==> config.mk <==
export PLATFORM = sky130hd
export DESIGN_NAME = clock_config_default_mode
export DESIGN_NICKNAME = d
export VERILOG_FILES = /design/src/inc/clock_config_pkg.sv /design/src/config_store.sv /design/src/clock_config_default_mode.sv
export VERILOG_INCLUDE_DIRS = /design/src /design/src/inc
export SDC_FILE = /design/constraint.sdc
export NUM_CORES = 1
export LEC_CHECK = 0
export CORE_UTILIZATION = 57
export CTS_CLUSTER_SIZE = 20
export DETAILED_ROUTE_END_ITERATION = 8
export DONT_BUFFER_PORTS = 1
export PLACE_DENSITY = 0.82
export SYNTH_ARGS = -nofsm -noshare
export SYNTH_HDL_FRONTEND = slang
export SYNTH_SLANG_ARGS = --single-unit
==> constraint.sdc <==
create_clock -name i_clk_sys -period 3.5 [get_ports i_clk_sys]
set_input_delay 0.35 -clock i_clk_sys [delete_from_list [all_inputs] [get_ports i_clk_sys]]
set_output_delay 0.35 -clock i_clk_sys [all_outputs]
set_load 0.02 [all_outputs]
==> src/inc/clock_config_params.svh <==
// Constants for the strap-default configuration loader and its control word
`ifndef CLOCK_CONFIG_PARAMS_SVH
`define CLOCK_CONFIG_PARAMS_SVH

// ----------------------------------------------------------------
// Control word geometry
// ----------------------------------------------------------------
`define CCD_REG_W 28
`define CCD_FRAME_W 32
`define CCD_ADDR_W 4
`define CCD_INPUT_AND_REFERENCE_CONTROL_ADDR 4'h0
`define CCD_CMD_STORE_ADDR 4'hF
`define CCD_INPUT_AND_REFERENCE_CONTROL_RESET 28'h000_0000

// ----------------------------------------------------------------
// Field positions inside the control word
// ----------------------------------------------------------------
`define CCD_REF_BUFFER_TYPE_HI_BIT 0
`define CCD_REF_BUFFER_TYPE_LO_BIT 1
`define CCD_REF_INPUT_CHOICE_LO 2
`define CCD_OSCILLATOR_PATH_SELECT_BIT 4
`define CCD_REF_CONTROL_SOURCE_BIT 5
`define CCD_DETECTOR_PULSE_WIDTH_LO 6
`define CCD_PUMP_POLARITY_BIT 9
`define CCD_PUMP_SOURCE_TEST_BIT 10

// ----------------------------------------------------------------
// Stored variants, loaded into the store at reset
// ----------------------------------------------------------------
`define CCD_VARIANT0_DEFAULT 28'h000_0000
`define CCD_VARIANT1_DEFAULT 28'h000_0000
`define CCD_VARIANT2_DEFAULT 28'h000_0000
`define CCD_VARIANT3_DEFAULT 28'h000_0000
`define CCD_VARIANTS 4

// ----------------------------------------------------------------
// Timing
// ----------------------------------------------------------------
`define CCD_SETTLE_CYCLES 2'd3
`define CCD_SYNC_PINS 7
// Pin levels at rest (power-down, frame enable, mode pin high); no false edge after reset
`define CCD_SYNC_IDLE 7'h49

`endif

==> src/inc/clock_config_pkg.sv <==
// Types shared by the strap-default configuration loader
package clock_config_pkg;

    // ------------------------------------------------------------
    // Reference input buffer kinds
    // ------------------------------------------------------------
    typedef enum logic [1:0] {
        BUF_CMOS,
        BUF_PECL,
        BUF_LVDS
    } buf_type_t;

    // ------------------------------------------------------------
    // Loader sequence
    // ------------------------------------------------------------
    typedef enum logic [2:0] {
        ST_SETTLE,
        ST_SAMPLE,
        ST_FETCH,
        ST_RUN,
        ST_POWER_DOWN
    } load_state_t;

    typedef logic [27:0] cfg_word_t;

endpackage

==> src/config_store.sv <==
// Small store holding the four configuration variants, registered read
`timescale 1ns/1ps
`default_nettype none
`include "clock_config_params.svh"

module config_store (
    input wire logic i_clk_sys,
    input wire logic i_rst_n,
    input wire logic i_rd_en,
    input wire logic [1:0] i_rd_addr,
    output logic [`CCD_REG_W-1:0] o_rd_data,
    input wire logic i_wr_en,
    input wire logic [1:0] i_wr_addr,
    input wire logic [`CCD_REG_W-1:0] i_wr_data
);
    import clock_config_pkg::*;

    // ------------------------------------------------------------
    // Storage
    // ------------------------------------------------------------
    logic [`CCD_REG_W-1:0] mem_reg [0:`CCD_VARIANTS-1]; // Variant words

    // Factory image per slot
    function automatic logic [`CCD_REG_W-1:0] default_of(input int idx);
        unique case (idx)
            0: default_of = `CCD_VARIANT0_DEFAULT;
            1: default_of = `CCD_VARIANT1_DEFAULT;
            2: default_of = `CCD_VARIANT2_DEFAULT;
            default: default_of = `CCD_VARIANT3_DEFAULT;
        endcase
    endfunction

    // Reset restores the factory image; a write replaces one slot
    always_ff @(posedge i_clk_sys) begin
        if (!i_rst_n) begin
            for (int i = 0; i < `CCD_VARIANTS; i++) begin
                mem_reg[i] <= default_of(i);
            end
        end else if (i_wr_en) begin
            mem_reg[i_wr_addr] <= i_wr_data;
        end
    end

    // Read data leave through a register, one cycle after the request
    always_ff @(posedge i_clk_sys) begin
        if (!i_rst_n) begin
            o_rd_data <= `CCD_INPUT_AND_REFERENCE_CONTROL_RESET;
        end else if (i_rd_en) begin
            o_rd_data <= mem_reg[i_rd_addr];
        end
    end

endmodule
`default_nettype wire

==> src/clock_config_default_mode.sv <==
// Strap-default configuration loader and first control word of the synchronizer
//
// Notes on behaviour
// - Mode pin low selects strap-default mode
// - Serial pins become four static strap inputs
// - Straps sampled only at power-up or power-down exit
// - Two variant straps pick stored word to load
// - Variant A swaps dividers/phase between output pairs
// - Variant B selects alternate output signalling type
// - Aux strap chooses oscillator or auxiliary mux input
// - Bits 0-1 choose PECL, LVDS or CMOS
// - Bits 2-3 choose none, primary or automatic
// - Bit 4 set selects oscillator, overriding 2-3
// - Bit 5 clear: external pin picks reference
// - Bit 5 set: ignore pin, use bits 2-3
// - Bits 6-7 set detector pulse width
// - Bit 9 sets charge-pump current direction
// - Bit 10 turns on pump source test
`timescale 1ns/1ps
`default_nettype none
`include "clock_config_params.svh"

module clock_config_default_mode (
    input wire logic i_clk_sys,
    input wire logic i_rst_n,
    input wire logic i_strap_default_mode_n,
    input wire logic i_spi_clk_pin,
    input wire logic i_spi_mosi_pin,
    input wire logic i_spi_le_pin,
    input wire logic i_spi_miso_pin,
    output logic o_spi_miso,
    output logic o_spi_miso_oe_n,
    input wire logic i_ref_select,
    input wire logic i_power_down_n,
    output clock_config_pkg::buf_type_t o_ref_buffer_type,
    output logic o_ref_single_ended,
    output logic o_route_primary,
    output logic o_route_secondary,
    output logic o_auto_select,
    output logic o_secondary_buffer_off,
    output logic o_oscillator_path_select,
    output logic [1:0] o_detector_pulse_width,
    output logic o_pump_polarity,
    output logic o_pump_source_test,
    output logic o_swap_output_pairs,
    output logic o_alt_output_type,
    output logic o_aux_mux_select,
    output logic o_default_mode_active,
    output logic o_load_busy
);
    import clock_config_pkg::*;

    // ------------------------------------------------------------
    // Pin synchronisers
    // ------------------------------------------------------------
    // Pin order: 0 mode_n, 1 sclk, 2 mosi, 3 le, 4 miso, 5 ref_sel, 6 pd_n
    logic [`CCD_SYNC_PINS-1:0] pins_raw; // Raw pin vector
    logic [`CCD_SYNC_PINS-1:0] sync1_reg; // First stage, read only by stage two
    logic [`CCD_SYNC_PINS-1:0] sync2_reg; // Usable level
    logic [`CCD_SYNC_PINS-1:0] sync3_reg; // Delayed copy for edges
    localparam logic [`CCD_SYNC_PINS-1:0] sync_idle = `CCD_SYNC_IDLE; // Reset levels

    assign pins_raw = {i_power_down_n, i_ref_select, i_spi_miso_pin, i_spi_le_pin,
                       i_spi_mosi_pin, i_spi_clk_pin, i_strap_default_mode_n};

    // Every pin is asynchronous to the system clock
    generate
        for (genvar g = 0; g < `CCD_SYNC_PINS; g++) begin : g_sync
            always_ff @(posedge i_clk_sys) begin
                if (!i_rst_n) begin
                    sync1_reg[g] <= sync_idle[g];
                    sync2_reg[g] <= sync_idle[g];
                    sync3_reg[g] <= sync_idle[g];
                end else begin
                    sync1_reg[g] <= pins_raw[g];
                    sync2_reg[g] <= sync1_reg[g];
                    sync3_reg[g] <= sync2_reg[g];
                end
            end
        end
    endgenerate

    // ------------------------------------------------------------
    // Decoded pin levels and edges
    // ------------------------------------------------------------
    logic strap_default_mode; // Strap-default mode selected
    logic sclk_rise; // Serial clock rising
    logic sclk_fall; // Serial clock falling
    logic le_low; // Frame in progress
    logic le_rise; // Frame ends
    logic le_fall; // Frame starts
    logic pd_active; // Power-down requested
    logic ext_primary; // External pin asks for primary

    assign strap_default_mode = ~sync2_reg[0];
    assign sclk_rise = sync2_reg[1] & ~sync3_reg[1];
    assign sclk_fall = ~sync2_reg[1] & sync3_reg[1];
    assign le_low = ~sync2_reg[3];
    assign le_rise = sync2_reg[3] & ~sync3_reg[3];
    assign le_fall = ~sync2_reg[3] & sync3_reg[3];
    assign pd_active = ~sync2_reg[6];
    assign ext_primary = sync2_reg[5];

    // Serial pins read as straps in default mode, else variant 0
    logic strap_a; // Variant select A level
    logic strap_b; // Variant select B level
    logic strap_aux; // Aux mux select level
    logic [1:0] variant_idx; // Stored word to fetch

    assign strap_a = strap_default_mode & sync2_reg[2];
    assign strap_b = strap_default_mode & sync2_reg[1];
    assign strap_aux = strap_default_mode & sync2_reg[4];
    // Reserved strap (le pin) is assumed grounded by the board
    assign variant_idx = {strap_b, strap_a};

    // ------------------------------------------------------------
    // Loader sequence
    // ------------------------------------------------------------
    load_state_t state_reg; // Current step
    load_state_t state_next; // Next step
    logic [1:0] settle_reg; // Waits for synchronisers after reset
    logic [`CCD_REG_W-1:0] store_rd_data; // Word from the store
    logic rd_en; // Fetch request
    logic sample_now; // Straps captured this cycle

    assign sample_now = (state_reg == ST_SAMPLE);
    assign rd_en = sample_now;

    // Straps only move on at power-up or on leaving power-down
    always_comb begin
        state_next = state_reg;
        unique case (state_reg)
            ST_SETTLE: begin
                if (settle_reg == `CCD_SETTLE_CYCLES) begin
                    state_next = ST_SAMPLE;
                end
            end
            ST_SAMPLE: begin
                state_next = ST_FETCH;
            end
            ST_FETCH: begin
                state_next = ST_RUN;
            end
            ST_RUN: begin
                if (pd_active) begin
                    state_next = ST_POWER_DOWN;
                end
            end
            ST_POWER_DOWN: begin
                if (!pd_active) begin
                    state_next = ST_SAMPLE;
                end
            end
        endcase
    end

    // Step register and settle counter
    always_ff @(posedge i_clk_sys) begin
        if (!i_rst_n) begin
            state_reg <= ST_SETTLE;
            settle_reg <= 2'h0;
        end else begin
            state_reg <= state_next;
            if (state_reg == ST_SETTLE) begin
                settle_reg <= settle_reg + 2'h1;
            end
        end
    end

    // Strap latches: fixed between samples, pins ignored meanwhile
    logic strap_a_reg; // Captured variant A
    logic strap_b_reg; // Captured variant B
    logic strap_aux_reg; // Captured aux select

    always_ff @(posedge i_clk_sys) begin
        if (!i_rst_n) begin
            strap_a_reg <= 1'b0;
            strap_b_reg <= 1'b0;
            strap_aux_reg <= 1'b0;
        end else if (sample_now) begin
            strap_a_reg <= strap_a;
            strap_b_reg <= strap_b;
            strap_aux_reg <= strap_aux;
        end
    end

    // ------------------------------------------------------------
    // Serial interface (mode pin high only)
    // ------------------------------------------------------------
    logic [`CCD_FRAME_W-1:0] rx_reg; // Incoming frame, MSB first
    logic [`CCD_FRAME_W-1:0] tx_reg; // Outgoing copy of the control word
    logic [5:0] bit_cnt_reg; // Bits seen in this frame
    logic serial_on; // Interface usable
    logic frame_done; // Full frame closed
    logic [`CCD_ADDR_W-1:0] frame_addr; // Address nibble
    logic [`CCD_REG_W-1:0] frame_data; // Data field
    logic reg_write; // Write to the control word
    logic store_write; // Save control word into a slot
    logic [`CCD_REG_W-1:0] cfg_reg; // Input and reference control

    assign serial_on = ~strap_default_mode & (state_reg == ST_RUN);
    assign frame_done = serial_on & le_rise & (bit_cnt_reg == 6'(`CCD_FRAME_W));
    assign frame_addr = rx_reg[`CCD_ADDR_W-1:0];
    assign frame_data = rx_reg[`CCD_FRAME_W-1:`CCD_ADDR_W];
    assign reg_write = frame_done & (frame_addr == `CCD_INPUT_AND_REFERENCE_CONTROL_ADDR);
    assign store_write = frame_done & (frame_addr == `CCD_CMD_STORE_ADDR);

    // Shift in on clock rise; a short or long frame is dropped
    always_ff @(posedge i_clk_sys) begin
        if (!i_rst_n) begin
            rx_reg <= 32'h0000_0000;
            bit_cnt_reg <= 6'h00;
        end else if (!le_low) begin
            bit_cnt_reg <= 6'h00;
        end else if (sclk_rise && serial_on) begin
            rx_reg <= {rx_reg[`CCD_FRAME_W-2:0], sync2_reg[2]};
            if (bit_cnt_reg != 6'h3F) begin
                bit_cnt_reg <= bit_cnt_reg + 6'h01;
            end
        end
    end

    // Every frame returns the control word, shifted out on clock fall
    always_ff @(posedge i_clk_sys) begin
        if (!i_rst_n) begin
            tx_reg <= 32'h0000_0000;
            o_spi_miso <= 1'b0;
            o_spi_miso_oe_n <= 1'b1;
        end else begin
            if (le_fall) begin
                tx_reg <= {cfg_reg, 4'h0};
            end else if (sclk_fall && serial_on) begin
                tx_reg <= {tx_reg[`CCD_FRAME_W-2:0], 1'b0};
            end
            o_spi_miso <= tx_reg[`CCD_FRAME_W-1];
            // Pin is the aux strap in default mode, so never driven there
            o_spi_miso_oe_n <= ~(serial_on & le_low);
        end
    end

    // ------------------------------------------------------------
    // Variant store
    // ------------------------------------------------------------
    config_store u_store (
        .i_clk_sys(i_clk_sys),
        .i_rst_n(i_rst_n),
        .i_rd_en(rd_en),
        .i_rd_addr(variant_idx),
        .o_rd_data(store_rd_data),
        .i_wr_en(store_write),
        .i_wr_addr(frame_data[1:0]),
        .i_wr_data(cfg_reg)
    );

    // ------------------------------------------------------------
    // Working control word
    // ------------------------------------------------------------
    // Loaded from the store after a sample, else written serially
    always_ff @(posedge i_clk_sys) begin
        if (!i_rst_n) begin
            cfg_reg <= `CCD_INPUT_AND_REFERENCE_CONTROL_RESET;
        end else if (state_reg == ST_FETCH) begin
            cfg_reg <= store_rd_data;
        end else if (reg_write) begin
            cfg_reg <= frame_data;
        end
    end

    // Two-bit field picker, used for several fields
    function automatic logic [1:0] field2(input logic [`CCD_REG_W-1:0] w, input int lo);
        field2 = {w[lo+1], w[lo]};
    endfunction

    // ------------------------------------------------------------
    // Field decode
    // ------------------------------------------------------------
    logic [1:0] buf_bits; // {lo, hi} type bits
    logic [1:0] choice_bits; // {bit3, bit2}
    logic osc_sel; // Oscillator path
    logic ctrl_internal; // Bits 2-3 in charge
    buf_type_t buf_type; // Decoded buffer kind
    logic int_primary; // Internal primary code
    logic int_auto; // Internal automatic code
    logic want_primary; // Primary routed
    logic want_secondary; // Secondary routed
    logic want_auto; // Automatic selection on

    assign buf_bits = field2(cfg_reg, `CCD_REF_BUFFER_TYPE_HI_BIT);
    assign choice_bits = field2(cfg_reg, `CCD_REF_INPUT_CHOICE_LO);
    assign osc_sel = cfg_reg[`CCD_OSCILLATOR_PATH_SELECT_BIT];
    assign ctrl_internal = cfg_reg[`CCD_REF_CONTROL_SOURCE_BIT];

    // X=bit0, Y=bit1: 10 PECL, 11 LVDS, else single-ended CMOS
    assign buf_type = (buf_bits == 2'b11) ? BUF_LVDS :
                      (buf_bits == 2'b01) ? BUF_PECL : BUF_CMOS;

    // Bit2=1,bit3=0 primary; both set automatic; others none
    assign int_primary = (choice_bits == 2'b01);
    assign int_auto = (choice_bits == 2'b11);

    // Oscillator path wins over any reference route
    assign want_primary = ~osc_sel & (ctrl_internal ? int_primary : ext_primary);
    assign want_secondary = ~osc_sel & ~ctrl_internal & ~ext_primary;
    assign want_auto = ~osc_sel & ctrl_internal & int_auto;

    // ------------------------------------------------------------
    // Registered outputs
    // ------------------------------------------------------------
    always_ff @(posedge i_clk_sys) begin
        if (!i_rst_n) begin
            o_ref_buffer_type <= BUF_CMOS;
            o_ref_single_ended <= 1'b1;
            o_route_primary <= 1'b0;
            o_route_secondary <= 1'b0;
            o_auto_select <= 1'b0;
            o_secondary_buffer_off <= 1'b1;
            o_oscillator_path_select <= 1'b0;
            o_detector_pulse_width <= 2'h0;
            o_pump_polarity <= 1'b0;
            o_pump_source_test <= 1'b0;
            o_swap_output_pairs <= 1'b0;
            o_alt_output_type <= 1'b0;
            o_aux_mux_select <= 1'b0;
            o_default_mode_active <= 1'b0;
            o_load_busy <= 1'b1;
        end else begin
            o_ref_buffer_type <= buf_type;
            o_ref_single_ended <= (buf_type == BUF_CMOS);
            o_route_primary <= want_primary;
            o_route_secondary <= want_secondary;
            o_auto_select <= want_auto;
            // Secondary buffer only powered when it may be used
            o_secondary_buffer_off <= ~(want_secondary | want_auto);
            o_oscillator_path_select <= osc_sel;
            o_detector_pulse_width <= field2(cfg_reg, `CCD_DETECTOR_PULSE_WIDTH_LO);
            o_pump_polarity <= cfg_reg[`CCD_PUMP_POLARITY_BIT];
            o_pump_source_test <= cfg_reg[`CCD_PUMP_SOURCE_TEST_BIT];
            o_swap_output_pairs <= strap_a_reg;
            o_alt_output_type <= strap_b_reg;
            o_aux_mux_select <= strap_aux_reg;
            o_default_mode_active <= strap_default_mode;
            o_load_busy <= (state_reg != ST_RUN);
        end
    end

endmodule
`default_nettype wire

==> Word-level counts from Yosys, hierarchy flattened <==
Memories as Yosys holds them, arrays and structs flattened. A register that Yosys moved wholly into a read port is not among the register bits.
Index checks and enable logic that the tools add are counted.
{ "totals": {"output_inout_bits": 19, "ramBits": 112, "reg_bits": 137, "in_bits": 9, "memories": 1, "elab_cells": 123} }
{ "mem_list": {"columns": ["name", "depth", "word_bits", "rd", "rd_clocked_by_memory_dff", "wr", "line", "source"], "rows": [
  ["u_store.mem_reg", 4, 28, 1, 1, 4, "config_store.sv:21", "logic [`CCD_REG_W-1:0] mem_reg [0:`CCD_VARIANTS-1];"]
]} }
{ "classes": {"reduce_logical": 13, "muxes": 19, "bitwise": 30, "n_eq_ne": 16, "addsub": 2} }
{ "op_table": {"columns": ["operator", "count"], "rows": [
  ["$mux 28", 4],
  ["$mux 32", 2],
  ["$reduce_or 28->1", 1],
  ["$and 1x1->1", 18],
  ["$pmux 3 s5", 1],
  ["$not 1->1", 11],
  ["$mux 3", 3],
  ["$mux 1", 7],
  ["$add 6x1->6 const B", 1],
  ["$eq 2x2->1 const B", 3],
  ["$eq 3x2->1 const B", 2],
  ["$eq 6x6->1 const B", 1],
  ["$ne 2x2->1 const B", 3],
  ["$ne 6x6->1 const B", 1],
  ["$eq 2x1->1 const B", 2],
  ["$eq 4x4->1 const B", 1],
  ["$logic_not 4->1", 1],
  ["$mux 2", 2],
  ["$reduce_and 2->1", 2],
  ["$reduce_bool 2->1", 2],
  ["$eq 3x1->1 const B", 1],
  ["$eq 3x3->1 const B", 1],
  ["$logic_not 3->1", 1],
  ["$ne 3x2->1 const B", 1],
  ["7 further kinds", 8]
]} }

==> Depth between registers and ports, before layout <==
Gate-level depths: netlist (run 1).
{ "logic_depth": {"ltp_word": 10, "depth_mapped": 9, "ltp_nobuf": 6} }

==> Modules after synthesis <==
A second synthesis (run 1) with hierarchy kept.
{ "unflattened": {"hier_cells": 960, "hier_area_um2": 11224.5} }
{ "modules_own_cells": {"columns": ["module", "area_each_um2", "cells_each", "instances", "seq_area_each_um2"], "rows": [
  ["config_store", 5940.7, 407, 1, 3923.8],
  ["clock_config_default_mode", 5283.8, 553, 1, 2742.6]
]} }

==> Worst setup path after synthesis (run 1) <==
OpenSTA, ideal clock, no wires.
{ "synth_timing": {"path_type": "reg-to-reg", "startpoint": "register bit_cnt_reg[0]", "endpoint": "memory u_store.mem_reg[3][0] (netlist name), enable pin", "path_stages_with_launch": 6, "synth_period_minus_slack_ns": 3.737, "arrival_time_ns": 3.285, "path_buffers": 0, "path_slack_ns": -0.237, "path_cell_list": "dfxtp_1 inv_1 ha_1 nand4bb_1 or4b_4 o21ai_0"} }
{ "synth_lines": {"columns": ["element", "line", "source"], "rows": [
  ["start, declared", "clock_config_default_mode.sv:192", "logic [5:0] bit_cnt_reg;"],
  ["start signal, assigned", "clock_config_default_mode.sv:218", "bit_cnt_reg <= bit_cnt_reg + 6'h01;"],
  ["end, declared", "config_store.sv:21", null]
]} }

==> impl_metrics.csv, run 1 <==
group,metric,value,unit
run_status,status,"finished clean",
cts,cts.clk_slew.worst_paths,60,ps
power,design_power_total,7.14,mW
cts,cts_tree,"yes",
cts,htree_levels,1,
synth,synthTopCellsByArea,"edfxtp_1 (30%), dfxtp_1 (29%), mux2i_1 (7.2%), and2_1 (6.7%), nand2_1 (6.2%)",
synth,yosysWarnings,0,
global_route,grt_util_all_layers,0.249,
finish,drive_above_1_share,0.0957,
timing,worst_pin_slew,961,ps
timing,setup_tns,0,ps
global_route,overflow,0,
timing,period_share,0.769,
timing,finalSetupViolCount,0,
cts,numCtsBuffers,28,
timing,period_needed,2690,ps
critical_path,crit_cells,7,
cts,ctsResizeCount,0,
critical_path,cp_slowest_stage_delay,630,ps
die,die_y,143,um
critical_path,cp_max_fo,28,
timing,relSlewSlack,0.359,
worst_hold_path,min_path_type,"input pin to register",
die,rows,51,
global_route,antenna_found_initial,0,
critical_path,cp.arrival,2880,ps
timing,finalHoldViolations,0,
detailed_routing,wire_per_inst,19.0,um
finish,diodes,0,
critical_path,reg2reg_depth,7,
global_route,grt_max_degree,118,
power,pwr_density_cell,567,nW/um^2
synth,netlist_instances,1031,
detailed_routing,drtAntennaViolNets,0,
critical_path,endpoint_kind,"register",
finish,fill_cells,1466,
synth,synth_edf_count,112,
power,max-vdd-ir-drop,0.000479,V
timing,max_freq,371,MHz
critical_path,timing.rr.end,"u_store.mem_reg[2][26]",
global_route,grt_pass1_wl,39100,um
synth,synth_common_cells,"nand2_1 (188), dfxtp_1 (165), and2_1 (122)",
synth,synth_top_flop_cell,"dfxtp_1",
critical_path,startpoint_type,"register",
synth,ys_async_sr_fraction,0,
detailed_routing,via_count,7523,
timing,setup_slack,808,ps
finish,num-nets-final,1025,
critical_path,worst-r2r-setup-slack,810,ps
place,gp_congestion,0.776,
critical_path,path_cells,"inv_1 > ha_1 > nand4bb_1 > or4b_4 > or3b_4 > nand2_1 > buf_4",
detailed_routing,drcViolationCount,0,
die,die_w,143,um
detailed_routing,drt_pass1_iterations,5,
synth,syn_area,11300,um^2
finish,area_delta_synth_final,11.2,%
critical_path,reg2reg_from,"bit_cnt_reg[0]",
synth,yosysTopAreaCell,"edfxtp_1",
critical_path,setup.worst_path.end,"u_store.mem_reg[2][26]",
critical_path,cp_num_buf_inv,2,
detailed_routing,vias_per_cell,5.79,
critical_path,timing_worst_setup_path_type,"register to register",
die,die-area,20400,um^2
timing,final.setup_skew,8.63,ps
timing,rsz0062_at_grt,"no",
synth,synth_cell_type_count,51,
finish,largest_reg_flops,112,
finish,fin_util,0.647,
critical_path,startpoint,"bit_cnt_reg[0]",
critical_path,cp_data_required_time,3690,ps
cts,clockRootBuffer,"clkbuf_16",
detailed_routing,wirelength,24700,um
synth,synth-seq-area-share,0.588,
cts,cts.path.max_buffers,3,
place,post-place-ws,795,ps
detailed_routing,drtIter0Drc,624,
place,hpwl,13600,um
critical_path,cp_top_family,"simple AND/OR/NAND/NOR gates",
synth,synth.most_common_cell,"nand2_1",
power,leakage,4.69,nW
critical_path,slowest_stage,"or4b_4",
die,boundaryPins,28,
cts,clk_latency,530,ps
synth,synthesis.nets,1043,
timing,hold_slack,32.5,ps
global_route,grt_pass1_vias,7457,
job,max_cap_violations,0,
synth,synth_top_area_share,0.297,
timing,drv_slew,0,
cts,cts.sinks,277,
place,io_buffer_count,0,
die,core_region_area,19500,um^2
synth,ys_ff_latch,277,
die,initial_core_util,0.582,
synth,avgSynthCellArea,11.0,um^2
## kinds of logic (layout without fill, tap and decap cells)
group | after synthesis | in the layout | synth area share
fa+ha+maj | 3 | 3 | 0.00331
compound gates | 183 | 183 | 0.115
mux | 88 | 88 | 0.0784
xor+xnor | 3 | 3 | 0.00232
buf+inv | 90 | 94 | 0.0354
flops | 277 | 277 | 0.588
simple gates | 387 | 387 | 0.177
## placed cells by master, fill, tap and decap left out, drive strengths merged, types with 14 or more instances in the layout
| master | count |
|---|---|
| nand2 | 188 |
| dfxtp | 165 |
| and2 | 122 |
| edfxtp | 112 |
| mux2i | 82 |
| o21ai | 55 |
| clkbuf | 40 |
| a21boi | 32 |
| a32o | 28 |
| a31oi | 28 |
| buf | 23 |
| o211a | 20 |
| nor2 | 14 |
## repair_timing
item,CTS,global route
setup buffers,0,0
endpoints found under the hold margin,118,0
hold buffers,9,0
## metrics by stage
step | cell area (um^2) | cells
6_report | 12600 | 1300
4_1_cts | 12600 | 1300
2_1_floorplan | 11300 | 1031
3_5_place_dp | 11500 | 1239
5_1_grt | 12600 | 1300
3_3_place_gp | 11500 | 1239
## power breakdown
group	total, mW	internal [mW]	switching (mW)	leakage (nW)
Sequential	3.66	3.51	0.151	2.49
Combinational	0.469	0.194	0.275	1.72
Clock	3.01	1.79	1.22	0.481
Total	7.14	5.50	1.64	4.69
## how the worst min path moves through the flow
stage / from / slack (ps) / cells after the start / end
floorplan: sync1_reg[0] / 390 / 1 / sync2_reg[0]
global placement: sync1_reg[3] / 390 / 1 / sync2_reg[3]
detailed placement: sync1_reg[3] / 400 / 1 / sync2_reg[3]
CTS: i_rst_n / 9 / 2 / o_route_primary
global route: i_rst_n / 30 / 2 / o_route_primary
finish: i_rst_n / 30 / 2 / o_route_primary
## area by class of cell
class,instances,area (um^2),share of cell area
Clock buffer,40,868,0.0689
Clock inverter,12,86.3,0.00685
Inverter,11,41.3,0.00328
Multi-Input combinational cell,664,4320,0.343
Sequential cell,277,6670,0.529
Tap cell,265,332,0.0263
Timing Repair Buffer,31,285,0.0226
## layer usage
layer | part of all wire | up-vias | global-route usage
li1 | - | 3573 | -
met1 | 0.42 | 3638 | 0.323
met2 | 0.49 | 268 | 0.431
met3 | 0.072 | 44 | 0.0349
met4 | 0.021 | 0 | 0.0770
met5 | 0 | - | 0
Note: power is estimated with default switching activity, not from simulation.
==> run 2: changes to the inputs <==
--- a/config.mk
+++ b/config.mk
@@ -6,11 +6,11 @@
 export SDC_FILE = /design/constraint.sdc
 export NUM_CORES = 1
 export LEC_CHECK = 0
-export CORE_UTILIZATION = 57
+export CORE_UTILIZATION = 60
 export CTS_CLUSTER_SIZE = 20
 export DETAILED_ROUTE_END_ITERATION = 8
 export DONT_BUFFER_PORTS = 1
-export PLACE_DENSITY = 0.82
+export PLACE_DENSITY = 0.83
 export SYNTH_ARGS = -nofsm -noshare
 export SYNTH_HDL_FRONTEND = slang
 export SYNTH_SLANG_ARGS = --single-unit
==> constraint.sdc (replaced) <==
create_clock -name i_clk_sys -period 2.5 [get_ports i_clk_sys]
set_input_delay 0.25 -clock i_clk_sys [delete_from_list [all_inputs] [get_ports i_clk_sys]]
set_output_delay 0.25 -clock i_clk_sys [all_outputs]
set_load 0.02 [all_outputs]
==> impl_metrics.csv, run 2 (synthesized netlist as in run 1, its figures left out) <==
group,metric,value,unit
die,initial_core_util,0.622,
critical_path,timing_worst_setup_path_type,"register to register",
timing,setup_tns,0,ps
die,boundaryPins,28,
detailed_routing,drcViolationCount,0,
power,max-vdd-ir-drop,0.000727,V
worst_hold_path,hold_depth,1,
critical_path,reg2reg_from,"bit_cnt_reg[0]",
critical_path,cp_data_required_time,2720,ps
power,power_frac_comb,0.070,
detailed_routing,drtIter0Drc,574,
power,netSwitchingPower,2.27,mW
detailed_routing,drt_pass1_iterations,5,
cts,htree_levels,1,
finish,diodes,0,
place,dp_cells,1212,
worst_hold_path,hold_start,"i_rst_n",
global_route,grt_util_all_layers,0.260,
power,p_seq_frac,0.515,
timing,worst_pin_slew,986,ps
timing,period_share,0.955,
critical_path,worst-r2r-setup-slack,110,ps
critical_path,endpoint_kind,"register",
place,dpl_cell_area,11600,um^2
worst_hold_path,min_path_type,"input pin to register",
place,io_buffer_count,0,
global_route,antenna_found_initial,0,
timing,period_needed,2390,ps
finish,final_cell_mix,"nand2_1 (187), dfxtp_1 (164), and2_1 (122)",
power,leakage,4.71,nW
die,rows,49,
cts,cts.sinks,277,
die,core_region_area,18200,um^2
critical_path,startpoint_type,"register",
detailed_routing,wirelength,24700,um
cts,clk_latency,530,ps
detailed_routing,vias_per_cell,6.00,
critical_path,timing.rr.end,"u_store.mem_reg[2][24]",
cts,cts.path.max_buffers,3,
die,die-area,19400,um^2
cts,clockRootBuffer,"clkbuf_16",
finish,largest_reg_flops,112,
finish,final_cell_area,12600,um^2
die,die_w,139,um
finish,final_cells,1272,
global_route,overflow,0,
finish,fin_util,0.692,
detailed_routing,wire_per_inst,19.4,um
finish,layout_commonest_cell,"nand2_1",
finish,drive_above_1_share,0.0978,
critical_path,cp_max_fo,26,
power,design_power_total,9.92,mW
power,sw_frac_of_total,0.228,
global_route,grt_max_degree,128,
detailed_routing,via_count,7633,
power,p_int,7.65,mW
detailed_routing,drtAntennaViolNets,0,
finish,multi_input_area,4330,um^2
worst_hold_path,hold_path_end,"sync3_reg[3]",
finish,fill_cells,1252,
finish,num-nets-final,1033,
cts,numCtsBuffers,28,
power,pwr-share-clk,0.415,
global_route,grt_pass1_wl,39800,um
timing,finalHoldViolations,0,
timing,rsz0062_at_grt,"no",
place,gp_congestion,0.784,
timing,relSlewSlack,0.343,
run_status,status,"finished clean",
timing,finalSetupViolCount,0,
finish,area_delta_synth_final,11.3,%
cts,cts.clk_slew.worst_paths,60,ps
job,max_cap_violations,0,
timing,drv_slew,0,
critical_path,reg2reg_depth,7,
timing,max_freq,419,MHz
cts,cts_tree,"yes",
critical_path,cp.arrival,2610,ps
finish,regArea,6670,um^2
place,hpwl,13800,um
timing,final.setup_skew,10.3,ps
global_route,grt_pass1_vias,7607,
power,pwr_density_cell,787,nW/um^2
die,die_y,139,um
-- run 2: changes by cell type in the layout (fill, tap and decap cells not counted), sizes merged --
cell,change
clkbuf,-7
bufinv,+2
buf,+9
clkinv,+5
dlygate4sd3,-1
-- run 2: layout make-up --
class                   count  share of cell area
clock buffers              33              0.0596
well taps                 229              0.0227
repair buffers             39              0.0292
inverters                  11             0.00328
flip-flops and latches    277               0.529
multi-input cells         664               0.343
clock inverters            19              0.0131
-- run 2: power groups by stage --
stage / Sequential, mW / Combinational, mW / Clock, mW
after global placement: 5.19 / 0.623 / 0
after CTS: 5.10 / 0.690 / 4.17
after floorplan: 5.12 / 0.516 / 0
final: 5.11 / 0.698 / 4.11
after global routing: 5.13 / 0.757 / 4.36
after detailed placement: 5.20 / 0.646 / 0
-- run 2: metal layers --
metal,wire [um],share of wire,vias to the layer above,global-route usage
li1,-,-,3592,-
met1,10600,0.43,3749,0.343
met2,12000,0.49,254,0.438
met3,1570,0.064,38,0.0434
met4,506,0.021,0,0.0836
met5,0,0,-,0
-- run 2: worst max-delay path: stages (launching register included) --
cell       delay, ps
dfxtp_1          330
inv_1            100
ha_1             150
nand4bb_1        120
or4b_4           580
or3b_4           450
nand2_2          130
buf_12           210
-- run 2: worst max path at each step --
stage	startpoint	end	slack, ps	cells after the start
floorplan	bit_cnt_reg[0]	u_store.mem_reg[3][0]	40	5
global placement	bit_cnt_reg[0]	u_store.mem_reg[2][22]	170	7
detailed placement	bit_cnt_reg[0]	u_store.mem_reg[2][25]	140	7
CTS	bit_cnt_reg[0]	u_store.mem_reg[2][13]	110	7
global route	bit_cnt_reg[0]	u_store.mem_reg[2][16]	10	7
finish	bit_cnt_reg[0]	u_store.mem_reg[2][24]	110	7
-- run 2: repair_timing --
action	4_1_cts	5_1_grt
resized for setup	0	0
endpoints found under the hold margin	133	0
hold buffers	8	0
setup buffers	0	0
setup endpoints to repair	0	0
-- run 2: per-stage QoR --
stage,setup slack (ps),hold WS (ps)
floorplan,43.3,351
global placement,170,332
detailed placement,136,332
CTS,114,12.2
global route,11.3,40.2
finish,113,25.6
==> run 3: changes to the inputs <==
--- a/config.mk
+++ b/config.mk
@@ -7,6 +7,7 @@
 export NUM_CORES = 1
 export LEC_CHECK = 0
 export CORE_UTILIZATION = 60
+export CTS_BUF_LIST = sky130_fd_sc_hd__clkbuf_8
 export CTS_CLUSTER_SIZE = 20
 export DETAILED_ROUTE_END_ITERATION = 8
 export DONT_BUFFER_PORTS = 1
==> impl_metrics.csv, run 3 (synthesized netlist as in run 1, its figures left out) <==
group,metric,value,unit
finish,largest_reg_flops,112,
global_route,antenna_found_initial,0,
die,boundaryPins,28,
critical_path,path_cells,"inv_1 > ha_1 > nand4bb_1 > or4b_4 > or3b_4 > nand2_2 > buf_12",
timing,finalHoldViolations,0,
timing,hold_slack,83.1,ps
die,die_w,139,um
timing,final.setup_skew,27.1,ps
critical_path,cp_slowest_stage_delay,590,ps
critical_path,cp_max_fo,26,
power,leakage,4.76,nW
worst_hold_path,min_path_type,"input pin to register",
power,p_seq_frac,0.527,
global_route,grt_max_degree,129,
critical_path,endpoint_kind,"register",
timing,max_freq,411,MHz
detailed_routing,via_count,7661,
timing,relSlewSlack,0.353,
place,post-place-ws,136,ps
cts,htree_levels,2,
cts,cts.path.max_buffers,3,
critical_path,timing_worst_setup_path_type,"register to register",
timing,setup_tns,0,ps
power,power_frac_comb,0.072,
power,netSwitchingPower,2.36,mW
finish,final_cells,1298,
die,core_region_area,18200,um^2
run_status,status,"finished clean",
power,pwr-share-clk,0.401,
timing,drv_slew,0,
timing,worst_pin_slew,970,ps
place,io_buffer_count,0,
timing,setup_slack,66.1,ps
critical_path,cp_data_required_time,2740,ps
detailed_routing,drt_pass1_iterations,5,
cts,cts.clk_slew.worst_paths,70,ps
cts,ctsResizeCount,0,
detailed_routing,drtAntennaViolNets,0,
cts,cts.sinks,277,
detailed_routing,drcViolationCount,0,
detailed_routing,wirelength,25000,um
critical_path,slowest_stage,"or4b_4",
critical_path,cp.arrival,2670,ps
finish,area_delta_synth_final,11.0,%
global_route,grt_pass1_wl,40000,um
power,pwr_density_cell,771,nW/um^2
cts,clk_latency,560,ps
detailed_routing,vias_per_cell,5.90,
finish,fin_util,0.691,
power,p_int,7.33,mW
place,hpwl,13800,um
critical_path,startpoint_type,"register",
power,max-vdd-ir-drop,0.000482,V
job,max_cap_violations,0,
detailed_routing,wire_per_inst,19.2,um
die,rows,49,
global_route,grt_pass1_vias,7789,
power,sw_frac_of_total,0.244,
finish,diodes,0,
die,initial_core_util,0.622,
critical_path,worst-r2r-setup-slack,70,ps
cts,cts_tree,"yes",
global_route,overflow,0,
finish,final_cell_mix,"nand2_1 (187), dfxtp_1 (164), and2_1 (122)",
detailed_routing,drtIter0Drc,500,
timing,period_share,0.974,
die,die-area,19400,um^2
cts,postCtsSetupRepairBufs,0,
place,dp_cells,1212,
timing,finalSetupViolCount,0,
finish,layout_commonest_cell,"nand2_1",
finish,num-nets-final,1047,
cts,numCtsBuffers,42,
place,gp_congestion,0.784,
finish,drive_above_1_share,0.116,
global_route,grt_util_all_layers,0.264,
timing,rsz0062_at_grt,"no",
die,die_y,139,um
cts,clockRootBuffer,"clkbuf_8",
timing,period_needed,2430,ps
run 3: cell types whose count changed in the layout (fill, tap and decap cells not counted):
cell / delta
clkbuf_8: +48
clkbuf_16: -29
clkinv_1: -5
inv_1: +12
clkinv_2: +2
inv_6: +2
clkinv_4: -1
clkbuf_1: -3
run 3: worst paths after layout:
check / startpoint / end / cells past startpoint
worst min register to register: sync1_reg[6] / sync2_reg[6] / 1
worst max-delay path: bit_cnt_reg[0] / u_store.mem_reg[2][10] / 7
worst max register to register: bit_cnt_reg[0] / u_store.mem_reg[2][10] / 7
worst min-delay path: i_rst_n / o_load_busy / 2
run 3: what timing repair did:
action,in CTS,in global routing
hold buffers,8,0
setup endpoints to repair,0,0
endpoints found under the hold margin,135,0
run 3: cell type report:
cell class / count / area [um^2]
clock buffer: 49 / 674
clock inverter: 29 / 210
fill: 1256 / 5630
inverter: 11 / 41.3
multi-input combinational: 664 / 4330
sequential: 277 / 6670
tap: 229 / 287
timing repair buffer: 39 / 368
run 3: metrics by stage:
| step | instance area (um^2) | total power, mW |
|---|---|---|
| 2_1_floorplan | 11300 | 5.64 |
| 3_3_place_gp | 11600 | 5.81 |
| 3_5_place_dp | 11600 | 5.84 |
| 4_1_cts | 12600 | 9.72 |
| 5_1_grt | 12600 | 10.0 |
| 6_report | 12600 | 9.69 |
run 3: power groups by stage:
stage,Sequential [mW],Combinational (mW),Clock (mW)
after floorplan,5.12,0.516,0
after global placement,5.19,0.623,0
after detailed placement,5.20,0.646,0
after CTS,5.10,0.690,3.93
after global routing,5.13,0.759,4.13
final,5.11,0.698,3.89
run 3: metal layers:
layer  routed length, um  global-route usage  part of all wire
met3                1710              0.0533             0.069
met4                 756               0.126             0.030
met5                   0                   0                 0
met1               10600               0.334              0.42
met2               11900               0.436              0.48
run 3: worst max-delay path, delay by kind of cell (launching register included):
kind | cells | cell delay [ps]
fa+ha+maj | 1 | 160
buf+inv | 2 | 310
flops | 1 | 340
simple gates | 4 | 1300
